===== src/common/brake_sup_defs.svh =====
// constants for the brake request/answer supervisor
`ifndef BRAKE_SUP_DEFS_SVH
`define BRAKE_SUP_DEFS_SVH

`define CLK_HZ 100000000
`define MISMATCH_TIME_MS 140
`define MISMATCH_CYCLES ((`MISMATCH_TIME_MS * (`CLK_HZ / 1000)))

// apb register byte addresses
`define ADDR_CTRL 12'h000
`define ADDR_PINSEL 12'h004
`define ADDR_FUNCS 12'h008
`define ADDR_STOP 12'h00c
`define ADDR_ENERGY 12'h010
`define ADDR_RESIST 12'h014
`define ADDR_STATUS 12'h018
`define ADDR_CLEAR 12'h01c
`define ADDR_IRQ_EN 12'h020
`define ADDR_STATE 12'h024

// ctrl fields
`define CTRL_REQ_BIT 0
`define CTRL_BIG_BIT 1
// pin select fields: request digit [3:0] bits 7:4, answer digit bits 11:8
`define REQ_DIGIT_LSB 4
`define ANS_DIGIT_LSB 8
`define DIGIT_W 4
`define NUM_OUT_PINS 8
`define NUM_IN_PINS 8
`define PIN_NONE 4'h0

// status bits
`define ST_CONFLICT 0
`define ST_MISMATCH 1
`define ST_REJECT 2
`define ST_W 3

`define CNT_W 24
`endif


===== src/common/brake_sup_pkg.sv =====
// types for the brake request/answer supervisor
package brake_sup_pkg;
    typedef struct packed {
        logic [31:0] paddr;
        logic psel;
        logic penable;
        logic pwrite;
        logic [31:0] pwdata;
    } apb_req_t;

    typedef struct packed {
        logic [31:0] prdata;
        logic pready;
        logic pslverr;
    } apb_rsp_t;

    typedef enum logic [1:0] {
        ST_AGREE = 2'b00,
        ST_DISAGREE = 2'b01,
        ST_FAULT = 2'b10
    } mm_state_t;
endpackage


===== src/logic/brake_request_answer_supervisor.sv =====
// brake request/answer supervisor with apb registers
`timescale 1ns/1ps
`include "brake_sup_defs.svh"

// Summary of operation
// - request output asserted commands braking, deasserted means no braking.
// - functions sharing an output pin drive it as their OR.
// - request mapped onto a shared pin raises the pin conflict alarm.
// - disagreement of request and answer for 0.14 s raises mismatch alarm.
// - request pin mapping allowed only on large variants, rejected otherwise.
// - request pin and answer pin come from digits of mapping parameters.
// - stop method, resistor energy and resistance settings are held.
module brake_request_answer_supervisor (
    input wire logic i_clk,
    input wire logic i_arst_n,
    input wire brake_sup_pkg::apb_req_t i_apb,
    output brake_sup_pkg::apb_rsp_t o_apb,
    input wire logic [`NUM_IN_PINS-1:0] i_in_pins,
    input wire logic [`NUM_OUT_PINS-1:0] i_other_funcs,
    output logic [`NUM_OUT_PINS-1:0] o_out_pins,
    output logic o_brake_request_out,
    output logic o_request_pin_conflict_alarm,
    output logic o_brake_circuit_mismatch_alarm,
    output logic o_irq
);
    import brake_sup_pkg::*;

    // ------------------------------------------------------------
    // reset release
    // ------------------------------------------------------------
    logic rst_s1_r;
    logic rst_n_r;
    always_ff @(posedge i_clk or negedge i_arst_n) begin
        if (!i_arst_n) begin
            rst_s1_r <= 1'b0;
            rst_n_r <= 1'b0;
        end else begin
            rst_s1_r <= 1'b1;
            rst_n_r <= rst_s1_r;
        end
    end

    // ------------------------------------------------------------
    // registers
    // ------------------------------------------------------------
    logic [1:0] ctrl_r;
    logic [31:0] pinsel_r;
    logic [`NUM_OUT_PINS-1:0] funcs_r;
    logic [15:0] stop_r;
    logic [15:0] energy_r;
    logic [15:0] resist_r;
    logic [`ST_W-1:0] status_r;
    logic [`ST_W-1:0] irq_en_r;
    logic [31:0] prdata_r;
    logic pready_r;
    logic pslverr_r;

    wire [11:0] addr = i_apb.paddr[11:0];
    wire setup = i_apb.psel && !i_apb.penable;
    wire access_ok = i_apb.psel && i_apb.penable && pready_r;
    wire wr = access_ok && i_apb.pwrite;
    wire wr_ctrl = wr && (addr == `ADDR_CTRL);
    wire wr_pinsel = wr && (addr == `ADDR_PINSEL);
    wire wr_funcs = wr && (addr == `ADDR_FUNCS);
    wire wr_stop = wr && (addr == `ADDR_STOP);
    wire wr_energy = wr && (addr == `ADDR_ENERGY);
    wire wr_resist = wr && (addr == `ADDR_RESIST);
    wire wr_clear = wr && (addr == `ADDR_CLEAR);
    wire wr_irq_en = wr && (addr == `ADDR_IRQ_EN);
    wire addr_hit = (addr[1:0] == 2'h0) && (addr <= `ADDR_STATE) && (i_apb.paddr[31:12] == 20'h0);

    // ------------------------------------------------------------
    // pin mapping
    // ------------------------------------------------------------
    wire [`DIGIT_W-1:0] req_digit = pinsel_r[`REQ_DIGIT_LSB +: `DIGIT_W];
    wire [`DIGIT_W-1:0] ans_digit = pinsel_r[`ANS_DIGIT_LSB +: `DIGIT_W];
    wire big_variant = ctrl_r[`CTRL_BIG_BIT];
    // digit 0 means unallocated; digit n selects pin n-1
    wire req_digit_valid = (req_digit != `PIN_NONE) && (req_digit <= `DIGIT_W'(`NUM_OUT_PINS));
    wire ans_digit_valid = (ans_digit != `PIN_NONE) && (ans_digit <= `DIGIT_W'(`NUM_IN_PINS));
    wire req_mapped = req_digit_valid && big_variant;
    wire map_rejected = req_digit_valid && !big_variant;
    wire [2:0] req_idx = 3'(req_digit - `DIGIT_W'(1));
    wire [2:0] ans_idx = 3'(ans_digit - `DIGIT_W'(1));

    wire brake_cmd = ctrl_r[`CTRL_REQ_BIT];
    // functions from elsewhere in the device share the terminals with the register ones
    wire [`NUM_OUT_PINS-1:0] other_vec = funcs_r | i_other_funcs;

    // one-hot pin select, per terminal so the OR and the clash test share it
    wire [`NUM_OUT_PINS-1:0] req_sel;
    wire [`NUM_OUT_PINS-1:0] req_vec;
    wire [`NUM_OUT_PINS-1:0] clash_vec;
    for (genvar p = 0; p < `NUM_OUT_PINS; p++) begin : g_pin
        assign req_sel[p] = req_mapped && (req_idx == 3'(p));
        assign req_vec[p] = req_sel[p] && brake_cmd;
        assign clash_vec[p] = req_sel[p] && other_vec[p];
    end
    wire [`NUM_OUT_PINS-1:0] out_nxt = other_vec | req_vec;
    wire conflict = |clash_vec;

    // answer closed (high) = not braking, so agreement is request == !answer
    wire answer_braking = ans_digit_valid ? !i_in_pins[ans_idx] : 1'b0;
    wire disagree = req_mapped && (brake_cmd != answer_braking);

    // ------------------------------------------------------------
    // mismatch timer
    // ------------------------------------------------------------
    mm_state_t mm_state_r;
    mm_state_t mm_state_nxt;
    logic [`CNT_W-1:0] mm_cnt_r;
    logic [`CNT_W-1:0] mm_cnt_nxt;
    wire mm_expired = (mm_cnt_r == `CNT_W'(`MISMATCH_CYCLES - 1));

    always_comb begin
        mm_state_nxt = mm_state_r;
        mm_cnt_nxt = mm_cnt_r;
        unique case (mm_state_r)
            ST_AGREE: begin
                mm_cnt_nxt = '0;
                if (disagree) begin
                    mm_state_nxt = ST_DISAGREE;
                end
            end
            ST_DISAGREE: begin
                if (!disagree) begin
                    mm_state_nxt = ST_AGREE;
                    mm_cnt_nxt = '0;
                end else if (mm_expired) begin
                    mm_state_nxt = ST_FAULT;
                end else begin
                    mm_cnt_nxt = mm_cnt_r + `CNT_W'(1);
                end
            end
            ST_FAULT: begin
                // stays until disagreement clears so the event fires once per episode
                if (!disagree) begin
                    mm_state_nxt = ST_AGREE;
                end
            end
            default: begin
                mm_state_nxt = ST_AGREE;
                mm_cnt_nxt = '0;
            end
        endcase
    end

    wire mismatch_evt = (mm_state_r == ST_DISAGREE) && disagree && mm_expired;

    // ------------------------------------------------------------
    // interrupt status
    // ------------------------------------------------------------
    logic conflict_d_r;
    wire [`ST_W-1:0] evt_vec = {map_rejected, mismatch_evt, conflict && !conflict_d_r};
    wire [`ST_W-1:0] clr_vec = wr_clear ? i_apb.pwdata[`ST_W-1:0] : '0;
    // set beats a clear landing in the same cycle
    wire [`ST_W-1:0] status_nxt = (status_r & ~clr_vec) | evt_vec;

    // ------------------------------------------------------------
    // read mux
    // ------------------------------------------------------------
    logic [31:0] rd_val;
    always_comb begin
        rd_val = 32'h0;
        unique case (addr)
            `ADDR_CTRL: rd_val = {30'h0, ctrl_r};
            `ADDR_PINSEL: rd_val = pinsel_r;
            `ADDR_FUNCS: rd_val = {24'h0, funcs_r};
            `ADDR_STOP: rd_val = {16'h0, stop_r};
            `ADDR_ENERGY: rd_val = {16'h0, energy_r};
            `ADDR_RESIST: rd_val = {16'h0, resist_r};
            `ADDR_STATUS: rd_val = {29'h0, status_r};
            `ADDR_IRQ_EN: rd_val = {29'h0, irq_en_r};
            `ADDR_STATE: rd_val = {20'h0, 2'(mm_state_r), o_out_pins, disagree, map_rejected};
            default: rd_val = 32'h0;
        endcase
    end

    // ------------------------------------------------------------
    // apb slave: no wait state, ready in the first access cycle
    // ------------------------------------------------------------
    always_ff @(posedge i_clk or negedge rst_n_r) begin
        if (!rst_n_r) begin
            pready_r <= 1'b0;
            pslverr_r <= 1'b0;
        end else begin
            pready_r <= setup;
            pslverr_r <= setup && !addr_hit;
        end
    end

    // read data latched in setup, so the mux sees a quiet address
    always_ff @(posedge i_clk or negedge rst_n_r) begin
        if (!rst_n_r) begin
            prdata_r <= '0;
        end else if (setup && !i_apb.pwrite) begin
            prdata_r <= addr_hit ? rd_val : 32'h0;
        end
    end

    // ------------------------------------------------------------
    // configuration registers
    // ------------------------------------------------------------
    always_ff @(posedge i_clk or negedge rst_n_r) begin
        if (!rst_n_r) begin
            ctrl_r <= '0;
        end else if (wr_ctrl) begin
            ctrl_r <= i_apb.pwdata[1:0];
        end
    end

    always_ff @(posedge i_clk or negedge rst_n_r) begin
        if (!rst_n_r) begin
            pinsel_r <= '0;
        end else if (wr_pinsel) begin
            pinsel_r <= i_apb.pwdata;
        end
    end

    always_ff @(posedge i_clk or negedge rst_n_r) begin
        if (!rst_n_r) begin
            funcs_r <= '0;
        end else if (wr_funcs) begin
            funcs_r <= i_apb.pwdata[`NUM_OUT_PINS-1:0];
        end
    end

    always_ff @(posedge i_clk or negedge rst_n_r) begin
        if (!rst_n_r) begin
            stop_r <= '0;
        end else if (wr_stop) begin
            stop_r <= i_apb.pwdata[15:0];
        end
    end

    always_ff @(posedge i_clk or negedge rst_n_r) begin
        if (!rst_n_r) begin
            energy_r <= '0;
        end else if (wr_energy) begin
            energy_r <= i_apb.pwdata[15:0];
        end
    end

    always_ff @(posedge i_clk or negedge rst_n_r) begin
        if (!rst_n_r) begin
            resist_r <= '0;
        end else if (wr_resist) begin
            resist_r <= i_apb.pwdata[15:0];
        end
    end

    always_ff @(posedge i_clk or negedge rst_n_r) begin
        if (!rst_n_r) begin
            irq_en_r <= '0;
        end else if (wr_irq_en) begin
            irq_en_r <= i_apb.pwdata[`ST_W-1:0];
        end
    end

    // ------------------------------------------------------------
    // supervisor state and outputs
    // ------------------------------------------------------------
    always_ff @(posedge i_clk or negedge rst_n_r) begin
        if (!rst_n_r) begin
            mm_state_r <= ST_AGREE;
            mm_cnt_r <= '0;
        end else begin
            mm_state_r <= mm_state_nxt;
            mm_cnt_r <= mm_cnt_nxt;
        end
    end

    always_ff @(posedge i_clk or negedge rst_n_r) begin
        if (!rst_n_r) begin
            status_r <= '0;
            conflict_d_r <= 1'b0;
        end else begin
            status_r <= status_nxt;
            conflict_d_r <= conflict;
        end
    end

    always_ff @(posedge i_clk or negedge rst_n_r) begin
        if (!rst_n_r) begin
            o_out_pins <= '0;
            o_brake_request_out <= 1'b0;
            o_request_pin_conflict_alarm <= 1'b0;
            o_brake_circuit_mismatch_alarm <= 1'b0;
            o_irq <= 1'b0;
        end else begin
            o_out_pins <= out_nxt;
            o_brake_request_out <= req_mapped && brake_cmd;
            o_request_pin_conflict_alarm <= conflict;
            o_brake_circuit_mismatch_alarm <= (mm_state_nxt == ST_FAULT);
            o_irq <= |(status_nxt & irq_en_r);
        end
    end

    assign o_apb.prdata = prdata_r;
    assign o_apb.pready = pready_r;
    assign o_apb.pslverr = pslverr_r;
endmodule


===== config.mk =====
export PLATFORM = sky130hd
export DESIGN_NAME = brake_request_answer_supervisor
export DESIGN_NICKNAME = d
export VERILOG_FILES = /design/src/common/brake_sup_pkg.sv /design/src/logic/brake_request_answer_supervisor.sv
export VERILOG_INCLUDE_DIRS = /design/src /design/src/common
export SDC_FILE = /design/constraint.sdc
export NUM_CORES = 1
export LEC_CHECK = 0
export BUFFER_PORTS_ARGS = -buffer_cell sky130_fd_sc_hd__buf_4
export CORE_MARGIN = 2
export CORE_UTILIZATION = 35
export CTS_CLUSTER_SIZE = 25
export DETAILED_ROUTE_END_ITERATION = 6
export PLACE_DENSITY = 0.63
export SYNTH_ARGS = -nofsm -noshare
export SYNTH_HDL_FRONTEND = slang
export SYNTH_SLANG_ARGS = --single-unit

===== constraint.sdc =====
create_clock -name i_clk -period 7.1 [get_ports i_clk]
set_clock_uncertainty 0.1 [all_clocks]
set_input_delay 0.355 -clock i_clk [delete_from_list [all_inputs] [get_ports i_clk]]
set_output_delay 0.355 -clock i_clk [all_outputs]
set_load 0.05 [all_outputs]

==> flow_metrics.tcl <==
set metrics [dict create \
    status "complete, no violations" \
    grt_use_total_pct 17.93 \
    grt_pass1_vias 5882 \
    worstMarginPinSlew_ns 1.092 \
    port_buffers 130 \
    postCtsSetupBuffers 0 \
    cts_resized 0 \
    ir_drop_mv 0.1386 \
    cp-end-kind "flip-flop" \
    syn_avg_cell_area_um2 11.85 \
    num_vias 5885 \
    finalHoldViolCount 0 \
    reg2reg_slack_ns 3.96 \
    finalSetupTns_ns 0 \
    multi_input_area_mm2 0.003437 \
    htree_levels 4 \
    antenna_found_initial 1 \
    synth-seq-area-share_pct 53.58 \
    power_density_mw_per_mm2 209.4 \
    drtAntennaViolNets 0 \
    gp_congestion 0.8805 \
    vias_per_cell 5.414 \
    drc_errors 0 \
    slowest_stage "a21oi_4" \
    fp.dieW_um 154.6 \
    drv_slew 0 \
    max_slew_margin_pct 26.81 \
    hp-start "i_apb[27]" \
    timing.rr.start "pinsel_r[8]" \
    synthCells 670 \
    leakagePower_uw 0.004541 \
    drt-total-wl_um 20870 \
    wl_per_cell_um 19.20 \
    dp_hpwl_um 14850 \
    rsz0062_at_grt "false" \
    nFillCells 2104 \
    yosys_warnings 0 \
    synth.ff_latch_count 170 \
    crit_path_max_incr_delay_ns 0.61 \
    first_iter_violations 433 \
    initial_core_util_pct 35.39 \
    final-seq-area_mm2 0.004258 \
    min_path_cells 2 \
    grt_pass1_wl_um 33220 \
    cts_root_buf "clkbuf_16" \
    fp-row-count 55 \
    final_common_cell "dfrtp_1" \
    place_area_mm2 0.009136 \
    synth.distinct_cells 61 \
    reg2reg_depth 8 \
    path_max_fanout 27 \
    path_clk_slew_ns 0.08 \
    grt-ovfl-total 0 \
    die_height_um 154.6 \
    finalCritPeriodShare_pct 44.25 \
    critPathKind "flip-flop to flip-flop" \
    cts.sinks 170 \
    numCtsBuffers 17 \
    hold_path_class "input port to flip-flop" \
    synth_edf_count 0 \
    fin_crit_ns 3.142 \
    r2r-end "mm_cnt_r[21]" \
    cp.required_ns 7.35 \
    drive_gt1_share_pct 35.16 \
    maxCapViolCount 0 \
    core_area_mm2 0.02243 \
    firstDrtPassIters 5 \
    max_freq_ghz 0.3183 \
    ctsLongestPathBuffers 2 \
    finalSetupViolCount 0 \
    arrival_ns 3.39 \
    top_level_ports 131 \
    clk_latency_ns 0.44 \
    crit_path_cell_trace "inv_1 > ha_1 > mux4_1 > mux2_2 > or3_1 > a21oi_4 > a41oi_1 > a31oi_1" \
    final_cell_area_mm2 0.009793 \
    synth_ff_type "dfrtp_1" \
    startpoint "pinsel_r[8]" \
    grt_max_degree 62 \
    cts_tree "built" \
    synthArstFlopShare_pct 100.0 \
    syn_nets 758 \
    crit_path_start_kind "flip-flop" \
    syn_area_mm2 0.007940 \
    holdPathEnd "pinsel_r[27]" \
    layout_common_cells "dfrtp_1, buf_4, mux2_2" \
    nets 877 \
    synthToLayoutAreaGrowth_pct 23.34 \
    die_area_mm2 0.02391 \
    n_antenna_cell 0 \
]
-- worst max-delay path by stage --
stage / to / slack, ns / cells past startpoint
2_1_floorplan: ctrl_r[0] / 1.91 / 0
3_3_place_gp: funcs_r[0] / 3.77 / 6
3_5_place_dp: funcs_r[4] / 3.77 / 6
4_1_cts: mm_cnt_r[20] / 3.93 / 8
5_1_grt: mm_cnt_r[6] / 3.72 / 8
6_report: mm_cnt_r[21] / 3.96 / 8
-- state kept, by name, indices dropped and copies added, names as in the netlist --
| register | flops |
|---|---|
| ctrl_r | 2 |
| energy_r | 16 |
| funcs_r | 8 |
| irq_en_r | 3 |
| mm_cnt_r | 24 |
| mm_state_r | 2 |
| o_brake_circuit_mismatch_alarm | 1 |
| o_brake_request_out | 1 |
| o_irq | 1 |
| o_out_pins | 8 |
| o_request_pin_conflict_alarm | 1 |
| pinsel_r | 32 |
| prdata_r | 32 |
| pready_r | 1 |
| pslverr_r | 1 |
| resist_r | 16 |
| rst_n_r | 1 |
| rst_s1_r | 1 |
| status_r | 3 |
| stop_r | 16 |
-- kinds of logic after synthesis --
kind of cell               share of synthesized area, %
xor gates and xnor gates                         0.5515
and+or+nand+nor                                   12.32
muxes                                             16.85
adders and majority gates                        0.4728
other                                           0.04723
buffers and inverters                             3.215
AOI/OAI and AO/OA                                 12.97
DFF                                               53.58
-- metrics by stage --
| stage | hold slack, ns | util (%) | setup slack, ns | instances | total power (uW) |
|---|---|---|---|---|---|
| after floorplan | -0.04059 | - | 1.912 | 670 | 1042 |
| after global placement | 0.03895 | 40.73 | 3.770 | 1053 | 1104 |
| after detailed placement | 0.03822 | 40.73 | 3.767 | 1053 | 1104 |
| after CTS | 0.01989 | 43.65 | 3.929 | 1087 | 2072 |
| after global routing | 0.02524 | 43.65 | 3.723 | 1087 | 2121 |
| final | 0.03535 | 43.65 | 3.958 | 1087 | 2050 |
-- cells in the mapped netlist, drive strengths merged, types with 3 or more instances --
cell type / instances / share of area, %
a32o: 6 / 0.76
a31oi: 22 / 1.7
nand2: 52 / 2.5
mux2i: 17 / 2.1
xnor2: 5 / 0.55
a21oi: 14 / 1.0
nand2b: 14 / 1.1
a41oi: 5 / 0.55
or4: 3 / 0.28
o22ai: 8 / 0.63
buf: 25 / 1.9
and3: 8 / 0.63
and2: 7 / 0.55
inv: 13 / 0.61
nor2b: 8 / 0.63
a22o: 18 / 2.0
o21ai: 33 / 2.1
mux2: 97 / 14
a21o: 5 / 0.47
nor4: 16 / 1.6
a22oi: 4 / 0.38
nand4: 6 / 0.47
or2: 5 / 0.39
nor2: 19 / 0.90
mux4: 3 / 0.95
clkbuf: 15 / 0.71
ha: 3 / 0.47
nand3: 16 / 1.0
dfrtp: 170 / 54
a222oi: 11 / 1.4
a221oi: 3 / 0.33
nor3: 12 / 1.0
-- per-layer routing --
layer  vias to the layer above  routed length, um  GRT usage (%)
li1                       2752                  -              -
met1                      2953               9235          24.21
met2                       149              10230          29.06
met3                        29               1039          4.371
met4                         2                352          4.674
met5                         -                 13              0
-- timing repair --
| action | 4_1_cts | 5_1_grt |
|---|---|---|
| setup endpoints to repair | 0 | 0 |
| hold buffers | 2 | 0 |
| endpoints found under the hold margin | 3 | 0 |
-- worst max-delay path, delay by kind of cell, from the launching register on --
kind / cells / cell delay [ns]
AO/OA/AOI/OAI: 3 / 1.01
multiplexers: 2 / 0.62
AND/OR/NAND/NOR: 1 / 0.45
flip-flops: 1 / 0.44
adder cells (fa/ha/maj): 1 / 0.31
buffers and inverters: 1 / 0.11
-- cell type report --
type	instances	share of cell area [%]
Clock buffer	17	4.344
Multi-Input combinational cell	447	35.10
Sequential cell	170	43.48
Clock inverter	15	2.159
Timing Repair Buffer	140	10.78
Inverter	13	0.4983
Tap cell	285	3.641
-- power breakdown --
part / switching, uW / internal, uW / total [uW]
Clock: 476 / 490 / 965
Combinational: 59.1 / 45.5 / 105
Sequential: 9.20 / 971 / 980
Power figures use the tool's default switching activity.
